[config.mk]
export PLATFORM = sky130hd
export DESIGN_NAME = acc_conv_ctrl
export DESIGN_NICKNAME = d
export VERILOG_FILES = /design/src/acc_pkg.sv /design/src/acc_chan_decode.sv /design/src/acc_conv_ctrl.sv
export SDC_FILE = /design/constraint.sdc
export NUM_CORES = 1
export LEC_CHECK = 0
export BUFFER_PORTS_ARGS = -buffer_cell sky130_fd_sc_hd__buf_4
export CAP_MARGIN = 25
export CORE_AREA = 2 2 88 90
export CTS_BUF_LIST = sky130_fd_sc_hd__clkbuf_16
export CTS_CLUSTER_SIZE = 25
export DETAILED_ROUTE_END_ITERATION = 10
export DIE_AREA = 0 0 90 92
export PLACE_DENSITY = 0.86
export SLEW_MARGIN = 20
export SYNTH_ARGS = -nofsm -noshare
export SYNTH_HDL_FRONTEND = slang
export SYNTH_SLANG_ARGS = --single-unit
[constraint.sdc]
create_clock -name aclk -period 5.7 [get_ports aclk]
set_input_delay 0.285 -clock aclk [delete_from_list [all_inputs] [get_ports aclk]]
set_output_delay 0.285 -clock aclk [all_outputs]
set_load 0.01 [all_outputs]
[src/acc_pkg.sv]
// Package for the converter control block: register map, fields, timing.
// Assumes a 32-bit AXI4-Lite slave with word-aligned registers.
package acc_pkg;
	// Register byte addresses
	localparam logic [7:0] ADDR_STATUS_CONTROL = 8'h00;
	localparam logic [7:0] ADDR_RESULT_HIGH = 8'h04;
	localparam logic [7:0] ADDR_RESULT_LOW = 8'h08;
	localparam logic [7:0] ADDR_CLOCK_CFG = 8'h0C;
	localparam logic [7:0] ADDR_SYS_CTRL = 8'h10;
	// Status/control fields
	localparam int CSC_DONE_BIT = 7;
	localparam int CSC_IRQ_EN_BIT = 6;
	localparam int CSC_CONT_BIT = 5;
	localparam int CSC_CHAN_LSB = 0;
	localparam int CHAN_W = 5;
	// Clock register fields
	localparam int CLK_MODE_LSB = 2;
	localparam int CLK_LSMP_BIT = 4;
	localparam int CLK_ASYNC_EN_BIT = 0;
	localparam logic [1:0] MODE_8BIT = 2'h0;
	localparam logic [1:0] MODE_10BIT = 2'h1;
	// System control fields
	localparam int SYS_BREAK_CLEAR_BIT = 0;
	// Reset values
	localparam logic [7:0] CSC_RESET = 8'h1F;
	localparam logic [7:0] CLK_RESET = 8'h00;
	// Channel codes
	localparam logic [4:0] CHAN_OFF = 5'h1F;
	localparam logic [4:0] CHAN_BANDGAP = 5'h1A;
	localparam logic [4:0] CHAN_VREFH = 5'h1D;
	localparam logic [4:0] CHAN_VREFL = 5'h1E;
	// Conversion length in bus clocks
	localparam int CONV_SHORT_CYCLES = 20;
	localparam int CONV_LONG_CYCLES = 40;
	// AXI responses
	localparam logic [1:0] RESP_OKAY = 2'h0;
	localparam logic [1:0] RESP_SLVERR = 2'h2;
endpackage : acc_pkg
[src/acc_chan_decode.sv]
// Channel selector decode to an analog mux one-hot select.
// Assumes the analog mux treats an all-zero select as isolated.
`timescale 1ns/1ps
`default_nettype none
module acc_chan_decode (
	input wire logic [4:0] chan, // Channel select code
	output logic [12:0] mux_sel, // 0..9 inputs, 10 bandgap, 11 high, 12 low ref
	output logic chan_valid // Code maps to a real source
);
	// Map codes to sources; unused codes select nothing
	always_comb begin
		mux_sel = 13'h0000;
		if (chan[4:3] == 2'h0) begin
			mux_sel[chan[2:0]] = 1'b1;
		end else if (chan == 5'h18) begin
			mux_sel[8] = 1'b1;
		end else if (chan == 5'h19) begin
			mux_sel[9] = 1'b1;
		end else if (chan == acc_pkg::CHAN_BANDGAP) begin
			mux_sel[10] = 1'b1;
		end else if (chan == acc_pkg::CHAN_VREFH) begin
			mux_sel[11] = 1'b1;
		end else if (chan == acc_pkg::CHAN_VREFL) begin
			mux_sel[12] = 1'b1;
		end
		chan_valid = |mux_sel;
	end
endmodule // acc_chan_decode
`default_nettype wire

[src/acc_conv_ctrl.sv]
// Converter control: status/control, results, clock config, AXI4-Lite slave.
// Assumes the analog core samples while conv_active and returns conv_data.
// Operation
// - With break-clear disabled, break-time accesses leave status bits alone.
// - Two-step clear started before break holds in break, finishes after.
// - No hardware trigger; conversions start only from register writes.
// - Status/control write aborts conversion, restarts unless channel all ones.
// - Done flag read-only; set at end, cleared by control write or low read.
// - Interrupt asserts at end if enabled; drops on low result read or control write.
// - Continuous mode converts back to back, updating results each time.
// - Continuous ends on reset, stop entry without async clock, clock write, control write.
// - After stop abort, resume only on a new control write.
// - Control write with continuous and valid channel starts continuous.
// - Single mode: one conversion per control write with valid channel.
// - Five-bit channel field selects inputs, references, or off.
// - All ones turns off, isolates pad, no trailing single conversion.
// - Low-power state entered automatically when nothing is pending.
// - Unused channel codes give undefined results.
// - In 10-bit mode high read blocks updates until low read.
// - Stop entry without async clock aborts; results keep last value.
//
// Register access over AXI4-Lite and the placing of the registers were chosen for this implementation.
`timescale 1ns/1ps
`default_nettype none
module acc_conv_ctrl #(
	parameter int SHORT_CYCLES = acc_pkg::CONV_SHORT_CYCLES,
	parameter int LONG_CYCLES = acc_pkg::CONV_LONG_CYCLES
) (
	input wire logic aclk, // Bus clock
	input wire logic aresetn, // Synchronous reset, active low
	input wire logic [7:0] s_axi_awaddr, // Write address
	input wire logic s_axi_awvalid, // Write address valid
	output logic s_axi_awready, // Write address ready
	input wire logic [31:0] s_axi_wdata, // Write data
	input wire logic [3:0] s_axi_wstrb, // Write strobes
	input wire logic s_axi_wvalid, // Write data valid
	output logic s_axi_wready, // Write data ready
	output logic [1:0] s_axi_bresp, // Write response
	output logic s_axi_bvalid, // Write response valid
	input wire logic s_axi_bready, // Write response ready
	input wire logic [7:0] s_axi_araddr, // Read address
	input wire logic s_axi_arvalid, // Read address valid
	output logic s_axi_arready, // Read address ready
	output logic [31:0] s_axi_rdata, // Read data
	output logic [1:0] s_axi_rresp, // Read response
	output logic s_axi_rvalid, // Read data valid
	input wire logic s_axi_rready, // Read data ready
	input wire logic break_active, // System in break state
	input wire logic stop_entry, // Pulse: entering stop mode
	input wire logic [9:0] conv_data, // Raw result from the analog core
	output logic conv_active, // Analog core sampling/converting
	output logic conv_powered, // Converter out of low-power state
	output logic [12:0] mux_sel, // One-hot analog source select
	output logic conv_irq // Conversion complete interrupt
);
	typedef enum logic [2:0] {
		ACC_IDLE = 3'b001,
		ACC_CONV = 3'b010,
		ACC_DONE = 3'b100
	} acc_state_t;

	acc_state_t state_reg;
	logic [4:0] chan_reg;
	logic cont_reg, irq_en_reg, done_reg, hold_reg, break_clear_enable_reg;
	logic [7:0] clk_cfg_reg;
	logic [15:0] cnt_reg;
	logic [9:0] result_reg;
	logic aw_got_reg, w_got_reg;
	logic [7:0] aw_addr_reg;
	logic [31:0] w_data_reg;
	logic [3:0] w_strb_reg;
	logic wr_fire, rd_fire, wr_csc, wr_clk, wr_sys, rd_low, rd_high;
	logic status_ok, chan_valid, mode10, conv_end, start_conv;
	logic [15:0] conv_len;

	// Word select shared by both channels
	function automatic logic hit(input logic [7:0] a, input logic [7:0] reg_addr);
		return a[7:2] == reg_addr[7:2];
	endfunction

	// Write channel: accept address and data in either order
	assign s_axi_awready = !aw_got_reg && !s_axi_bvalid;
	assign s_axi_wready = !w_got_reg && !s_axi_bvalid;
	always_ff @(posedge aclk) begin
		if (!aresetn) begin
			aw_got_reg <= 1'b0;
			w_got_reg <= 1'b0;
			aw_addr_reg <= 8'h00;
			w_data_reg <= 32'h0000_0000;
			w_strb_reg <= 4'h0;
		end else if (wr_fire) begin
			aw_got_reg <= 1'b0;
			w_got_reg <= 1'b0;
		end else begin
			if (s_axi_awvalid && s_axi_awready) begin
				aw_got_reg <= 1'b1;
				aw_addr_reg <= s_axi_awaddr;
			end
			if (s_axi_wvalid && s_axi_wready) begin
				w_got_reg <= 1'b1;
				w_data_reg <= s_axi_wdata;
				w_strb_reg <= s_axi_wstrb;
			end
		end
	end
	assign wr_fire = aw_got_reg && w_got_reg;
	// Only lane 0 carries the 8-bit registers
	assign wr_csc = wr_fire && w_strb_reg[0] && hit(aw_addr_reg, acc_pkg::ADDR_STATUS_CONTROL);
	assign wr_clk = wr_fire && w_strb_reg[0] && hit(aw_addr_reg, acc_pkg::ADDR_CLOCK_CFG);
	assign wr_sys = wr_fire && w_strb_reg[0] && hit(aw_addr_reg, acc_pkg::ADDR_SYS_CTRL);

	// Write response
	always_ff @(posedge aclk) begin
		if (!aresetn) begin
			s_axi_bvalid <= 1'b0;
			s_axi_bresp <= acc_pkg::RESP_OKAY;
		end else if (wr_fire) begin
			s_axi_bvalid <= 1'b1;
			s_axi_bresp <= (hit(aw_addr_reg, acc_pkg::ADDR_STATUS_CONTROL) ||
				hit(aw_addr_reg, acc_pkg::ADDR_CLOCK_CFG) ||
				hit(aw_addr_reg, acc_pkg::ADDR_SYS_CTRL) ||
				hit(aw_addr_reg, acc_pkg::ADDR_RESULT_HIGH) ||
				hit(aw_addr_reg, acc_pkg::ADDR_RESULT_LOW)) ?
				acc_pkg::RESP_OKAY : acc_pkg::RESP_SLVERR;
		end else if (s_axi_bready) begin
			s_axi_bvalid <= 1'b0;
		end
	end

	// Read channel: one-cycle answer from registered data
	assign s_axi_arready = !s_axi_rvalid;
	assign rd_fire = s_axi_arvalid && s_axi_arready;
	assign rd_low = rd_fire && hit(s_axi_araddr, acc_pkg::ADDR_RESULT_LOW);
	assign rd_high = rd_fire && hit(s_axi_araddr, acc_pkg::ADDR_RESULT_HIGH);
	always_ff @(posedge aclk) begin
		if (!aresetn) begin
			s_axi_rvalid <= 1'b0;
			s_axi_rdata <= 32'h0000_0000;
			s_axi_rresp <= acc_pkg::RESP_OKAY;
		end else if (rd_fire) begin
			s_axi_rvalid <= 1'b1;
			s_axi_rresp <= acc_pkg::RESP_OKAY;
			case (s_axi_araddr[7:2])
				acc_pkg::ADDR_STATUS_CONTROL[7:2]: s_axi_rdata <= {24'h000000, done_reg,
					irq_en_reg, cont_reg, chan_reg};
				acc_pkg::ADDR_RESULT_HIGH[7:2]: s_axi_rdata <= {30'h0, mode10 ? result_reg[9:8] : 2'h0};
				acc_pkg::ADDR_RESULT_LOW[7:2]: s_axi_rdata <= {24'h000000, result_reg[7:0]};
				acc_pkg::ADDR_CLOCK_CFG[7:2]: s_axi_rdata <= {24'h000000, clk_cfg_reg};
				acc_pkg::ADDR_SYS_CTRL[7:2]: s_axi_rdata <= {31'h0, break_clear_enable_reg};
				default: begin
					s_axi_rdata <= 32'h0000_0000;
					s_axi_rresp <= acc_pkg::RESP_SLVERR;
				end
			endcase
		end else if (s_axi_rready) begin
			s_axi_rvalid <= 1'b0;
		end
	end

	// status gate: break protects flags unless break-clear enabled
	assign status_ok = !break_active || break_clear_enable_reg;
	assign mode10 = clk_cfg_reg[acc_pkg::CLK_MODE_LSB +: 2] == acc_pkg::MODE_10BIT;

	// Break-clear enable and clock config registers
	always_ff @(posedge aclk) begin
		if (!aresetn) begin
			break_clear_enable_reg <= 1'b0;
			clk_cfg_reg <= acc_pkg::CLK_RESET;
		end else begin
			if (wr_sys) begin
				break_clear_enable_reg <= w_data_reg[acc_pkg::SYS_BREAK_CLEAR_BIT];
			end
			if (wr_clk) begin
				clk_cfg_reg <= w_data_reg[7:0];
			end
		end
	end

	// Status/control fields written by software
	always_ff @(posedge aclk) begin
		if (!aresetn) begin
			chan_reg <= acc_pkg::CSC_RESET[4:0];
			cont_reg <= acc_pkg::CSC_RESET[acc_pkg::CSC_CONT_BIT];
			irq_en_reg <= acc_pkg::CSC_RESET[acc_pkg::CSC_IRQ_EN_BIT];
		end else if (wr_csc) begin
			chan_reg <= w_data_reg[acc_pkg::CSC_CHAN_LSB +: acc_pkg::CHAN_W];
			cont_reg <= w_data_reg[acc_pkg::CSC_CONT_BIT];
			irq_en_reg <= w_data_reg[acc_pkg::CSC_IRQ_EN_BIT];
		end
	end

	// source decode; unused codes select nothing
	acc_chan_decode u_decode (
		.chan(chan_reg),
		.mux_sel(mux_sel),
		.chan_valid(chan_valid)
	);

	// starts come only from control writes with channel not off
	assign start_conv = wr_csc &&
		(w_data_reg[acc_pkg::CSC_CHAN_LSB +: acc_pkg::CHAN_W] != acc_pkg::CHAN_OFF);
	assign conv_len = clk_cfg_reg[acc_pkg::CLK_LSMP_BIT] ? 16'(LONG_CYCLES) : 16'(SHORT_CYCLES);
	assign conv_end = (state_reg == ACC_CONV) && (cnt_reg == 16'h0001);

	// Conversion sequencer
	always_ff @(posedge aclk) begin
		if (!aresetn) begin
			state_reg <= ACC_IDLE;
			cnt_reg <= 16'h0000;
		end else if (wr_csc) begin
			// abort and restart; off code stops with nothing trailing
			state_reg <= start_conv ? ACC_CONV : ACC_IDLE;
			cnt_reg <= conv_len;
		end else if (wr_clk || (stop_entry && !clk_cfg_reg[acc_pkg::CLK_ASYNC_EN_BIT])) begin
			// abort; only a fresh control write restarts
			state_reg <= ACC_IDLE;
			cnt_reg <= 16'h0000;
		end else begin
			case (state_reg)
				ACC_IDLE: state_reg <= ACC_IDLE;
				ACC_CONV: begin
					cnt_reg <= cnt_reg - 16'h0001;
					if (conv_end) begin
						state_reg <= ACC_DONE;
					end
				end
				ACC_DONE: begin
					// back to back in continuous; else drop to low power
					if (cont_reg && chan_reg != acc_pkg::CHAN_OFF) begin
						state_reg <= ACC_CONV;
						cnt_reg <= conv_len;
					end else begin
						state_reg <= ACC_IDLE;
					end
				end
				default: state_reg <= ACC_IDLE;
			endcase
		end
	end
	assign conv_active = state_reg == ACC_CONV;
	assign conv_powered = state_reg != ACC_IDLE;

	// Result and high-read interlock
	always_ff @(posedge aclk) begin
		if (!aresetn) begin
			result_reg <= 10'h000;
			hold_reg <= 1'b0;
		end else begin
			// result loads with the done flag; blocked while held
			if (conv_end && !hold_reg) begin
				result_reg <= mode10 ? conv_data : {2'h0, conv_data[9:2]};
			end
			// high read arms, low read releases; break freezes it unless break-clear enabled
			if (rd_low && status_ok) begin
				hold_reg <= 1'b0;
			end else if (rd_high && mode10 && status_ok) begin
				hold_reg <= 1'b1;
			end else if (!mode10) begin
				hold_reg <= 1'b0;
			end
		end
	end

	// done flag: set wins over clear; clears gated in break
	always_ff @(posedge aclk) begin
		if (!aresetn) begin
			done_reg <= 1'b0;
		end else if (conv_end && !hold_reg) begin
			done_reg <= 1'b1;
		end else if ((wr_csc || rd_low) && status_ok) begin
			done_reg <= 1'b0;
		end
	end
	assign conv_irq = done_reg && irq_en_reg;
endmodule // acc_conv_ctrl
`default_nettype wire

==> flow_metrics.py, run 1 <==
metrics = {
    "setup_path": {
        "crit_path_max_fanout": 19,
        "critical_path.startpoint": "state_reg[1]",
        "timing.setup.critical_path_class": "reg2reg",
        "critical_path_required_ps": 5960,
        "timing.critical_path.cells": "or3b_2 > inv_1 > nand2_1 > nor3_4 > nand3_1 > a21boi_0",
        "cp-end-kind": "flip-flop",
        "critPathLaunchType": "flip-flop",
        "crit_path_top_delay_cell": "or3b_2",
        "ff2ff_setup_slack_ps": 3370,
        "timing.rr.start": "state_reg[1]",
        "cp_slowest_stage_delay_ps": 640,
        "arrival_ps": 2590,
    },
    "synthesis": {
        "syn-cell-area_sq_um": 3890,
        "synthArstFlopShare": 0,
        "yosys_most_used_dff": "dfxtp_1",
        "parity_gate_share_of_the_synthesized_area_counting_xor_and_xnor_cells": 0.0270,
        "postSynthRegisterBits": 76,
        "synth_top_family_by_area": "simple AND/OR/NAND/NOR gates",
        "yosysWarnings": 0,
        "syn-mean-instance-area_sq_um": 8.89,
        "simple_logic_cell_fraction_of_the_synthesized_area": 0.243,
        "yosys-mux-area-fraction": 0.0797,
        "synth_largest_type_area_fraction": 0.391,
        "ys_top_cells_by_area": "dfxtp_1 39%, mux2i_1 8.0%, nand2_1 5.5%",
        "yosys.area_share.adder": 0.00643,
        "synth_enable_flop_cells": 0,
        "postSynthCellCount": 438,
        "ys_seq_area_frac": 0.391,
        "synth.distinct_cells": 60,
        "synth-compound-area-share": 0.167,
        "yosys.area.top_type": "dfxtp_1",
    },
    "sta": {
        "hold_viol_final": 0,
        "fin_worst_hold_slack_ps": 187,
        "final_period_minus_worst_setup_slack_ps": 2330,
        "slew_violations": 0,
        "worst_clock_skew_ps": 5.57,
        "final.setup.tns_ps": 0,
        "worstMarginPinSlew_ps": 886,
        "max_transition_margin": 0.404,
        "layout_worst_path_cycle_share": 0.408,
        "maxClockFrequency_mhz": 430,
        "timing.final.setup_violations": 0,
        "grt_setup_unrepaired": "no",
    },
    "route": {
        "drc": 0,
        "vias": 3382,
        "detail_route.vias_per_cell": 5.57,
        "dr.first_iter.drc_count": 292,
        "detail_route.wl_per_cell_um": 15.2,
        "antenna_violating_nets_post_route": 0,
        "drt_pass1_iterations": 6,
        "finalWirelength_um": 9200,
    },
    "final_layout": {
        "final_net_count": 573,
        "syn_to_final_growth_pct": 19.8,
        "final_layout_size_suffix_gt1_frac": 0.204,
        "flip_flop_count_of_the_largest_register_after_layout": 16,
        "n_fill_cell": 640,
        "diodes": 0,
    },
    "clocking": {
        "sinks_on_the_clock_net": 76,
        "cts-root-buf": "clkbuf_16",
        "cts_tree": "built",
        "worstSkewPairLatency_ps": 340,
        "inserted_clock_buffers": 9,
        "cts_setup_buffers": 0,
        "post_cts_resize_count": 0,
        "cts_buffer_depth": 2,
        "cts.htree.levels": 3,
        "clk_transition_reported_paths_ps": 60,
        "cts-hold-fix-buffers": 0,
    },
    "run": {
        "cap_violations": 0,
    },
    "global_routing": {
        "grt_max_degree": 62,
        "gr-usage-all-layers": 0.221,
        "globalRoute.totalOverflow": 0,
        "grt_pass1_vias": 3124,
        "initial_antenna_violation_count": 0,
        "grt_pass1_wl_um": 14900,
    },
    "floorplanning": {
        "starting_density_of_the_core": 0.523,
        "die_area_sq_um": 8280,
        "die-width_um": 90,
        "design.core.area_sq_um": 7450,
        "placement_rows": 32,
        "top_level_ports": 128,
        "die_h_um": 92,
    },
    "power": {
        "vdd.ir_drop.worst_uv": 157,
        "p_leak_nw": 1.96,
        "power-per-cell-area_nw_per_um2": 281,
    },
    "placement": {
        "io_buffer_count": 70,
        "hpwl_um": 6280,
        "routabilityCongestion": 0.911,
    },
    "min_path": {
        "holdCritPathClass": "in2reg",
        "hold_start": "s_axi_arvalid",
    },
    "outcome": {
        "outcome": "finished, final reports clean",
    },
}
routing by layer:
| layer | track usage | up-vias | part of all wire |
|---|---|---|---|
| met4 | 0.0987 | 0 | 0.024 |
| met3 | 0.0452 | 22 | 0.066 |
| met2 | 0.368 | 143 | 0.48 |
| met1 | 0.276 | 1599 | 0.43 |
| li1 | - | 1618 | - |
| met5 | 0 | - | 0 |
Yosys cell counts, types with 3 or more instances:
cell and count:
dfxtp_1 76, nand2_1 57, nor2_1 38, mux2i_1 31, buf_4 26, nor2b_1 22, o21ai_0 20, a21boi_0 15
clkbuf_1 12, a21oi_1 10, nand3_1 9, o211a_1 9, xnor2_1 9, a31oi_1 8, nor3_1 7, a222oi_1 6
and2_1 6, inv_1 6, nand2b_1 5, o21a_1 5, buf_2 3, buf_6 3, nand3b_1 3, nor4_1 3
o221a_2 3, xor2_1 3
cell usage in the layout (no fill, tap or decap), types with 10 or more instances in the layout:
cell type and n:
mux2i_1 31, a21oi_1 10, nand2_1 57, a21boi_0 15, buf_4 72, o21ai_0 20
dfxtp_1 76, nor2_1 38, conb_1 26, nor2b_1 21
per-stage QoR:
step,setup slack [ps],std cells,cell area [sq um],util,power [mW]
floorplan,3820,463,3990,-,0.689
CTS,3240,606,4650,0.625,1.31
detailed placement,3290,590,4340,0.583,0.724
global placement,3350,590,4340,0.583,0.719
global route,3220,607,4660,0.626,1.35
finish,3370,607,4660,0.626,1.31
final timing paths:
kind	depth (start not counted)	end
setup / recovery	6	result_reg[9]
hold / removal	2	s_axi_rvalid
setup reg to reg	6	result_reg[9]
hold reg to reg	2	s_axi_rdata[3]
final cells by class:
type | count | area, sq um | area share
clock buffer | 9 | 225 | 0.0483
tap | 102 | 128 | 0.0274
clock inverter | 7 | 83.8 | 0.0180
timing repair buffer | 72 | 541 | 0.116
sequential | 76 | 1520 | 0.326
inverter | 6 | 22.5 | 0.00483
multi-input combinational | 335 | 2140 | 0.459
where the power goes:
part / switching (mW) / internal [mW] / total, mW
Sequential: 0.0177 / 0.548 / 0.566
Clock: 0.215 / 0.377 / 0.593
Combinational: 0.0771 / 0.0724 / 0.149
cells by family (layout without fill, tap and decap cells):
family                     Yosys count  after routing
muxes                               31             31
adders and majority gates            2              2
DFF                                 76             76
xor gates and xnor gates            12             12
AOI/OAI and AO/OA                   89             89
and+or+nand+nor                    175            175
other                                1             26
buffers and inverters               52             94
worst max-delay path, delay by kind of cell, from the launching register on:
kind	cells	cell delay, ps
flops	1	350
simple gates	4	1470
compound gates	1	200
buf+inv	1	220
Power figures use the tool's default switching activity.
==> inputs of run 2 (changes only) <==
ABC_AREA = 1   (was not set)
CORE_AREA = 2 2 97 99   (was 2 2 88 90)
DIE_AREA = 0 0 99 101   (was 0 0 90 92)
PLACE_DENSITY = 0.77   (was 0.86)
clock period = 1.9 ns   (was 5.7 ns; I/O delays follow)
==> run 2 against run 1 <==
Compared with the run above:
- clock skew rose by 3.2 ps
- clock power grew to 2.8 times the previous value
- wire length increased by 6.5%
- hold slack got worse by 180 ps
- flip-flop and latch count is the same
- critical endpoint is now cnt_reg[15]
- sequential share of layout area decreased by 1.1 points
- critical path depth increased by 3
- die area up 21%
- via count is 19% higher
- power rose to 3.0 times the previous value
- cell count is 33% higher
==> flow_metrics.py, run 2 <==
metrics = {
    "final_layout": {
        "final_net_count": 765,
        "syn_to_final_growth_pct": 21.3,
        "flip_flop_count_of_the_largest_register_after_layout": 16,
        "diodes": 0,
        "final_layout_size_suffix_gt1_frac": 0.155,
        "final_cell_mix": "147 x nand2_1, 107 x nor2_1, 79 x buf_4",
        "finalNonFillerCells": 808,
        "stdcell_area_sq_um": 4830,
        "mostFrequentLayoutCell": "nand2_1",
    },
    "sta": {
        "max_transition_margin": 0.668,
        "worstMarginPinSlew_ps": 496,
        "layout_worst_path_cycle_share": 0.877,
        "slew_violations": 0,
        "worst_clock_skew_ps": 8.81,
        "grt_setup_unrepaired": "no",
        "hold_viol_final": 0,
        "final.setup.tns_ps": 0,
        "maxClockFrequency_mhz": 600,
        "timing.final.setup_violations": 0,
        "fin_worst_hold_slack_ps": 9.93,
        "timing.final.ws_setup_ps": 233,
        "final_period_minus_worst_setup_slack_ps": 1670,
    },
    "setup_path": {
        "cp_num_buf_inv": 3,
        "crit_path_max_fanout": 10,
        "critical-path-top-cell-by-count": "nor2_1",
        "cp_slowest_stage_delay_ps": 350,
        "timing.setup.critical_path_class": "reg2reg",
        "arrival_ps": 1940,
        "timing.critical_path.cells": "inv_1 > nand2_1 > nor2_1 > nand2_1 > buf_4 > nand4_1 > nor2_1 > inv_1 > nor2_1",
        "critical_path.top_delay_family": "simple AND/OR/NAND/NOR gates",
        "crit_path_top_delay_cell": "dfxtp_1",
        "critical_path_required_ps": 2170,
        "critPathLaunchType": "flip-flop",
        "cp-end-kind": "flip-flop",
    },
    "floorplanning": {
        "die_area_sq_um": 10000,
        "die_h_um": 101,
        "top_level_ports": 128,
        "starting_density_of_the_core": 0.443,
        "placement_rows": 35,
        "die-width_um": 99,
        "design.core.area_sq_um": 8980,
    },
    "synthesis": {
        "postSynthRegisterBits": 76,
        "syn-cell-area_sq_um": 3980,
        "synth.distinct_cells": 31,
        "yosysWarnings": 0,
        "yosysMostFrequentCell": "nand2_1",
        "ys_top_cells_by_area": "dfxtp_1 38%, nand2_1 14%, nor2_1 10%",
        "syn-mean-instance-area_sq_um": 6.43,
        "yosys.area.top_type": "dfxtp_1",
        "post_synth_most_frequent_cells": "147 x nand2_1, 107 x nor2_1, 76 x dfxtp_1, 71 x inv_1, 58 x a21oi_1",
        "synth_enable_flop_cells": 0,
        "ys_seq_area_frac": 0.382,
        "yosys_most_used_dff": "dfxtp_1",
        "synth_largest_type_area_fraction": 0.382,
        "postSynthCellCount": 619,
        "synthArstFlopShare": 0,
    },
    "global_routing": {
        "globalRoute.totalOverflow": 0,
        "grt_max_degree": 41,
        "initial_antenna_violation_count": 0,
        "grt_pass1_vias": 3664,
        "grt_pass1_wl_um": 16200,
        "gr-usage-all-layers": 0.197,
    },
    "power": {
        "p_leak_nw": 2.24,
        "power-per-cell-area_nw_per_um2": 802,
        "vdd.ir_drop.worst_uv": 521,
    },
    "route": {
        "vias": 4035,
        "antenna_violating_nets_post_route": 0,
        "finalWirelength_um": 9810,
        "drc": 0,
        "detail_route.wl_per_cell_um": 12.1,
        "detail_route.vias_per_cell": 4.99,
        "dr.first_iter.drc_count": 216,
        "drt_pass1_iterations": 5,
    },
    "placement": {
        "io_buffer_count": 70,
        "post-place-cells": 792,
        "routabilityCongestion": 0.892,
        "dpl-instance-area_sq_um": 4530,
        "place_worst_setup_slack_ps": 192,
        "hpwl_um": 7400,
    },
    "clocking": {
        "cts_buffer_depth": 2,
        "inserted_clock_buffers": 9,
        "cts_tree": "built",
        "cts.htree.levels": 3,
        "clk_transition_reported_paths_ps": 60,
        "cts-root-buf": "clkbuf_16",
        "sinks_on_the_clock_net": 76,
        "cts-hold-fix-buffers": 0,
        "worstSkewPairLatency_ps": 330,
    },
    "min_path": {
        "holdCritPathClass": "in2reg",
    },
    "run": {
        "cap_violations": 0,
    },
    "outcome": {
        "outcome": "finished, final reports clean",
    },
}
-- run 2: cell types whose count changed after synthesis, moves of 8 or more --
cell,previous run,this run
nand2_1,57,147
nor2_1,38,107
inv_1,6,71
a21oi_1,10,58
mux2i_1,31,0
o21ai_0,20,47
nand3_1,9,32
nor2b_1,22,0
a21boi_0,15,0
o211a_1,9,0
xnor2_1,9,1
-- run 2: through the flow --
step	total power [mW]	utilization
2_1_floorplan	2.09	-
3_3_place_gp	2.21	0.505
3_5_place_dp	2.22	0.505
4_1_cts	3.88	0.538
5_1_grt	4.04	0.538
6_report	3.88	0.538
-- run 2: repair_timing --
| action | 4_1_cts | 5_1_grt |
|---|---|---|
| setup buffers | 0 | 0 |
| resized for setup | 0 | 1 |
| endpoints found under the setup margin | 0 | 9 |
-- run 2: logic make-up (layout without fill, tap and decap cells) --
family,after synthesis,after routing,share of synthesized area
AO/OA/AOI/OAI,114,114,0.148
XOR/XNOR,1,1,0.00220
adder cells (fa/ha/maj),2,2,0.00628
buffers and inverters,116,169,0.139
flip-flops,76,76,0.382
other,1,26,0.000942
AND/OR/NAND/NOR,309,309,0.321
-- run 2: worst paths after layout --
check,slack (ps),endpoint,depth (start not counted),start
worst max-delay path,230,cnt_reg[15],9,aw_addr_reg[4]
worst min-delay path,10,w_data_reg[7],3,s_axi_wdata[7]
worst max register to register,230,cnt_reg[15],9,aw_addr_reg[4]
worst min register to register,470,s_axi_rdata[7],2,s_axi_rdata[7]
-- run 2: report_power, final --
part	leakage, nW	internal (mW)	switching [mW]	total [mW]
clock	0.145	1.01	0.671	1.68
sequential	0.619	1.65	0.0446	1.70
combinational	1.48	0.188	0.306	0.494
total	2.24	2.85	1.02	3.88
-- run 2: tightest hold or removal path: cells and delay by family --
kind,cells,cell delay (ps)
simple gates,1,70
buf+inv,1,70
compound gates,1,70
-- run 2: layout make-up --
type	count	area (sq um)
timing repair buffer	79	593
multi-input combinational	452	2010
fill	890	4150
inverter	74	278
sequential	76	1520
clock inverter	7	67.6
clock buffer	9	225
tap	111	139
-- run 2: routing by layer --
layer / up-vias / global-route usage / wire (um)
met5: - / 0 / 0
met4: 0 / 0.0453 / 111
met3: 11 / 0.0402 / 546
met2: 144 / 0.333 / 4690
met1: 1818 / 0.259 / 4460
li1: 2062 / - / -
==> inputs of run 3 (changes only) <==
CORE_AREA = 2 2 92 94   (was 2 2 97 99)
DIE_AREA = 0 0 94 96   (was 0 0 99 101)
PLACE_DENSITY = 0.81   (was 0.77)
clock period = 1.7 ns   (was 1.9 ns; I/O delays follow)
==> run 3 against run 2 <==
Compared with the run above:
- cell count rose by 0.25%
- critical path depth shrank 3
- count of clock-buffer cells in the layout did not move
- wire length increased by 1.9%
- clock skew is 2.1 ps lower
- clock power grew 9%
- largest cell class unchanged
==> flow_metrics.py, run 3 (synthesis results as in run 2) <==
metrics = {
    "outcome": {
        "outcome": "finished, final reports clean",
    },
    "floorplanning": {
        "die-width_um": 94,
        "starting_density_of_the_core": 0.494,
        "die_h_um": 96,
        "placement_rows": 33,
        "design.core.area_sq_um": 8050,
        "die_area_sq_um": 9020,
        "top_level_ports": 128,
    },
    "final_layout": {
        "diodes": 0,
        "n_fill_cell": 782,
        "syn_to_final_growth_pct": 23.6,
        "multi_input_comb_area_sq_um": 2030,
        "mostFrequentLayoutCell": "nand2_1",
        "final_cell_mix": "147 x nand2_1, 104 x nor2_1, 88 x buf_4",
        "final_net_count": 775,
        "finalNonFillerCells": 810,
        "flip_flop_count_of_the_largest_register_after_layout": 16,
        "sequential_cell_area_sq_um": 1530,
        "final_layout_size_suffix_gt1_frac": 0.177,
    },
    "clocking": {
        "cts.htree.levels": 3,
        "sinks_on_the_clock_net": 76,
        "cts-root-buf": "clkbuf_16",
        "clk_transition_reported_paths_ps": 60,
        "cts_buffer_depth": 2,
        "cts-hold-fix-buffers": 0,
        "worstSkewPairLatency_ps": 330,
        "inserted_clock_buffers": 9,
        "cts_tree": "built",
    },
    "setup_path": {
        "timing.rr.start": "state_reg[0]",
        "critPathLaunchType": "flip-flop",
        "ff2ff_setup_slack_ps": 130,
        "crit_path_max_fanout": 10,
        "reg2reg_depth": 6,
        "timing.critical_path.cells": "nor3_4 > nand3_2 > nor2_4 > buf_4 > nand3_1 > a21oi_1",
        "arrival_ps": 1820,
        "crit_path_top_delay_cell": "nor3_4",
        "cp-end-kind": "flip-flop",
        "timing.setup.critical_path_class": "reg2reg",
        "critical_path_required_ps": 1960,
        "regToRegEndpoint": "result_reg[8]",
        "cp_slowest_stage_delay_ps": 420,
    },
    "route": {
        "detail_route.vias_per_cell": 5.02,
        "drt_pass1_iterations": 8,
        "finalWirelength_um": 10000,
        "detail_route.wl_per_cell_um": 12.3,
        "vias": 4065,
        "drc": 0,
        "antenna_violating_nets_post_route": 0,
        "dr.first_iter.drc_count": 176,
    },
    "run": {
        "cap_violations": 0,
    },
    "sta": {
        "layout_worst_path_cycle_share": 0.921,
        "max_transition_margin": 0.660,
        "fin_worst_hold_slack_ps": 7.90,
        "hold_viol_final": 0,
        "worstMarginPinSlew_ps": 509,
        "timing.final.setup_violations": 0,
        "grt_setup_unrepaired": "yes",
        "maxClockFrequency_mhz": 639,
        "final_period_minus_worst_setup_slack_ps": 1570,
        "final.setup.tns_ps": 0,
        "slew_violations": 0,
        "worst_clock_skew_ps": 6.70,
    },
    "min_path": {
        "timing.hold.worst_path_depth": 4,
        "holdCritPathClass": "in2reg",
        "holdPathEnd": "s_axi_bvalid",
        "hold_start": "s_axi_bready",
    },
    "power": {
        "p_leak_nw": 2.28,
        "power-per-cell-area_nw_per_um2": 873,
        "vdd.ir_drop.worst_uv": 517,
    },
    "global_routing": {
        "grt_pass1_vias": 3722,
        "globalRoute.totalOverflow": 0,
        "initial_antenna_violation_count": 0,
        "grt_pass1_wl_um": 16200,
        "grt_max_degree": 41,
        "gr-usage-all-layers": 0.224,
    },
    "placement": {
        "io_buffer_count": 70,
        "hpwl_um": 7490,
        "post-place-cells": 795,
        "routabilityCongestion": 0.873,
    },
}
## run 3: cell count changes in the layout (fill, tap and decap cells not counted), sizes merged
cell      change
buf          +10
inv           -2
clkinv        -1
clkinvlp      +1
## run 3: metrics by stage
stage | total power [mW] | util | setup slack [ps] | area (sq um)
after global placement | 2.47 | 0.572 | 172 | 4610
after CTS | 4.31 | 0.607 | 87.0 | 4890
after global routing | 4.47 | 0.611 | -27.1 | 4920
after floorplan | 2.34 | - | 330 | 4080
after detailed placement | 2.49 | 0.572 | 112 | 4610
final | 4.30 | 0.611 | 135 | 4920
## run 3: how the worst max path moves through the flow
stage                              start             to  slack (ps)  cells after the start
after floorplan           aw_addr_reg[4]     cnt_reg[5]         330                     10
after global placement    aw_addr_reg[4]     cnt_reg[7]         170                     12
after global routing          cnt_reg[1]  result_reg[9]         -30                      9
final                       state_reg[0]  result_reg[8]         130                      6
after CTS                 aw_addr_reg[6]     cnt_reg[7]          90                     12
after detailed placement  aw_addr_reg[4]    cnt_reg[10]         110                     12
## run 3: timing repair
action                                  in CTS  in global routing
setup buffers                                0                  1
resized for setup                            0                 10
endpoints found under the setup margin       0                 22
endpoints found under the hold margin        0                  0
## run 3: area by class of cell
type | instances | share of cell area
sequential | 76 | 0.310
clock inverter | 5 | 0.0112
clock buffer | 9 | 0.0458
timing repair buffer | 89 | 0.138
inverter | 74 | 0.0564
multi-input combinational | 452 | 0.412
tap | 105 | 0.0267
## run 3: layer usage
layer	wire length, um	up-vias	global-route usage	part of all wire
met5	0	-	0	0
met4	155	0	0.0906	0.016
met3	587	19	0.0407	0.059
met2	4930	143	0.383	0.49
met1	4320	1828	0.281	0.43
li1	-	2075	-	-
## run 3: where the power goes
part	leakage [nW]	switching, mW	total [mW]	internal, mW
Clock	0.133	0.714	1.83	1.11
Combinational	1.53	0.350	0.568	0.218
Sequential	0.620	0.0497	1.90	1.85
## run 3: critical path: cells and delay by family, from the launching register on
family | cells | cell delay [ps]
compound gates | 1 | 130
buf+inv | 1 | 180
flops | 1 | 360
simple gates | 4 | 830
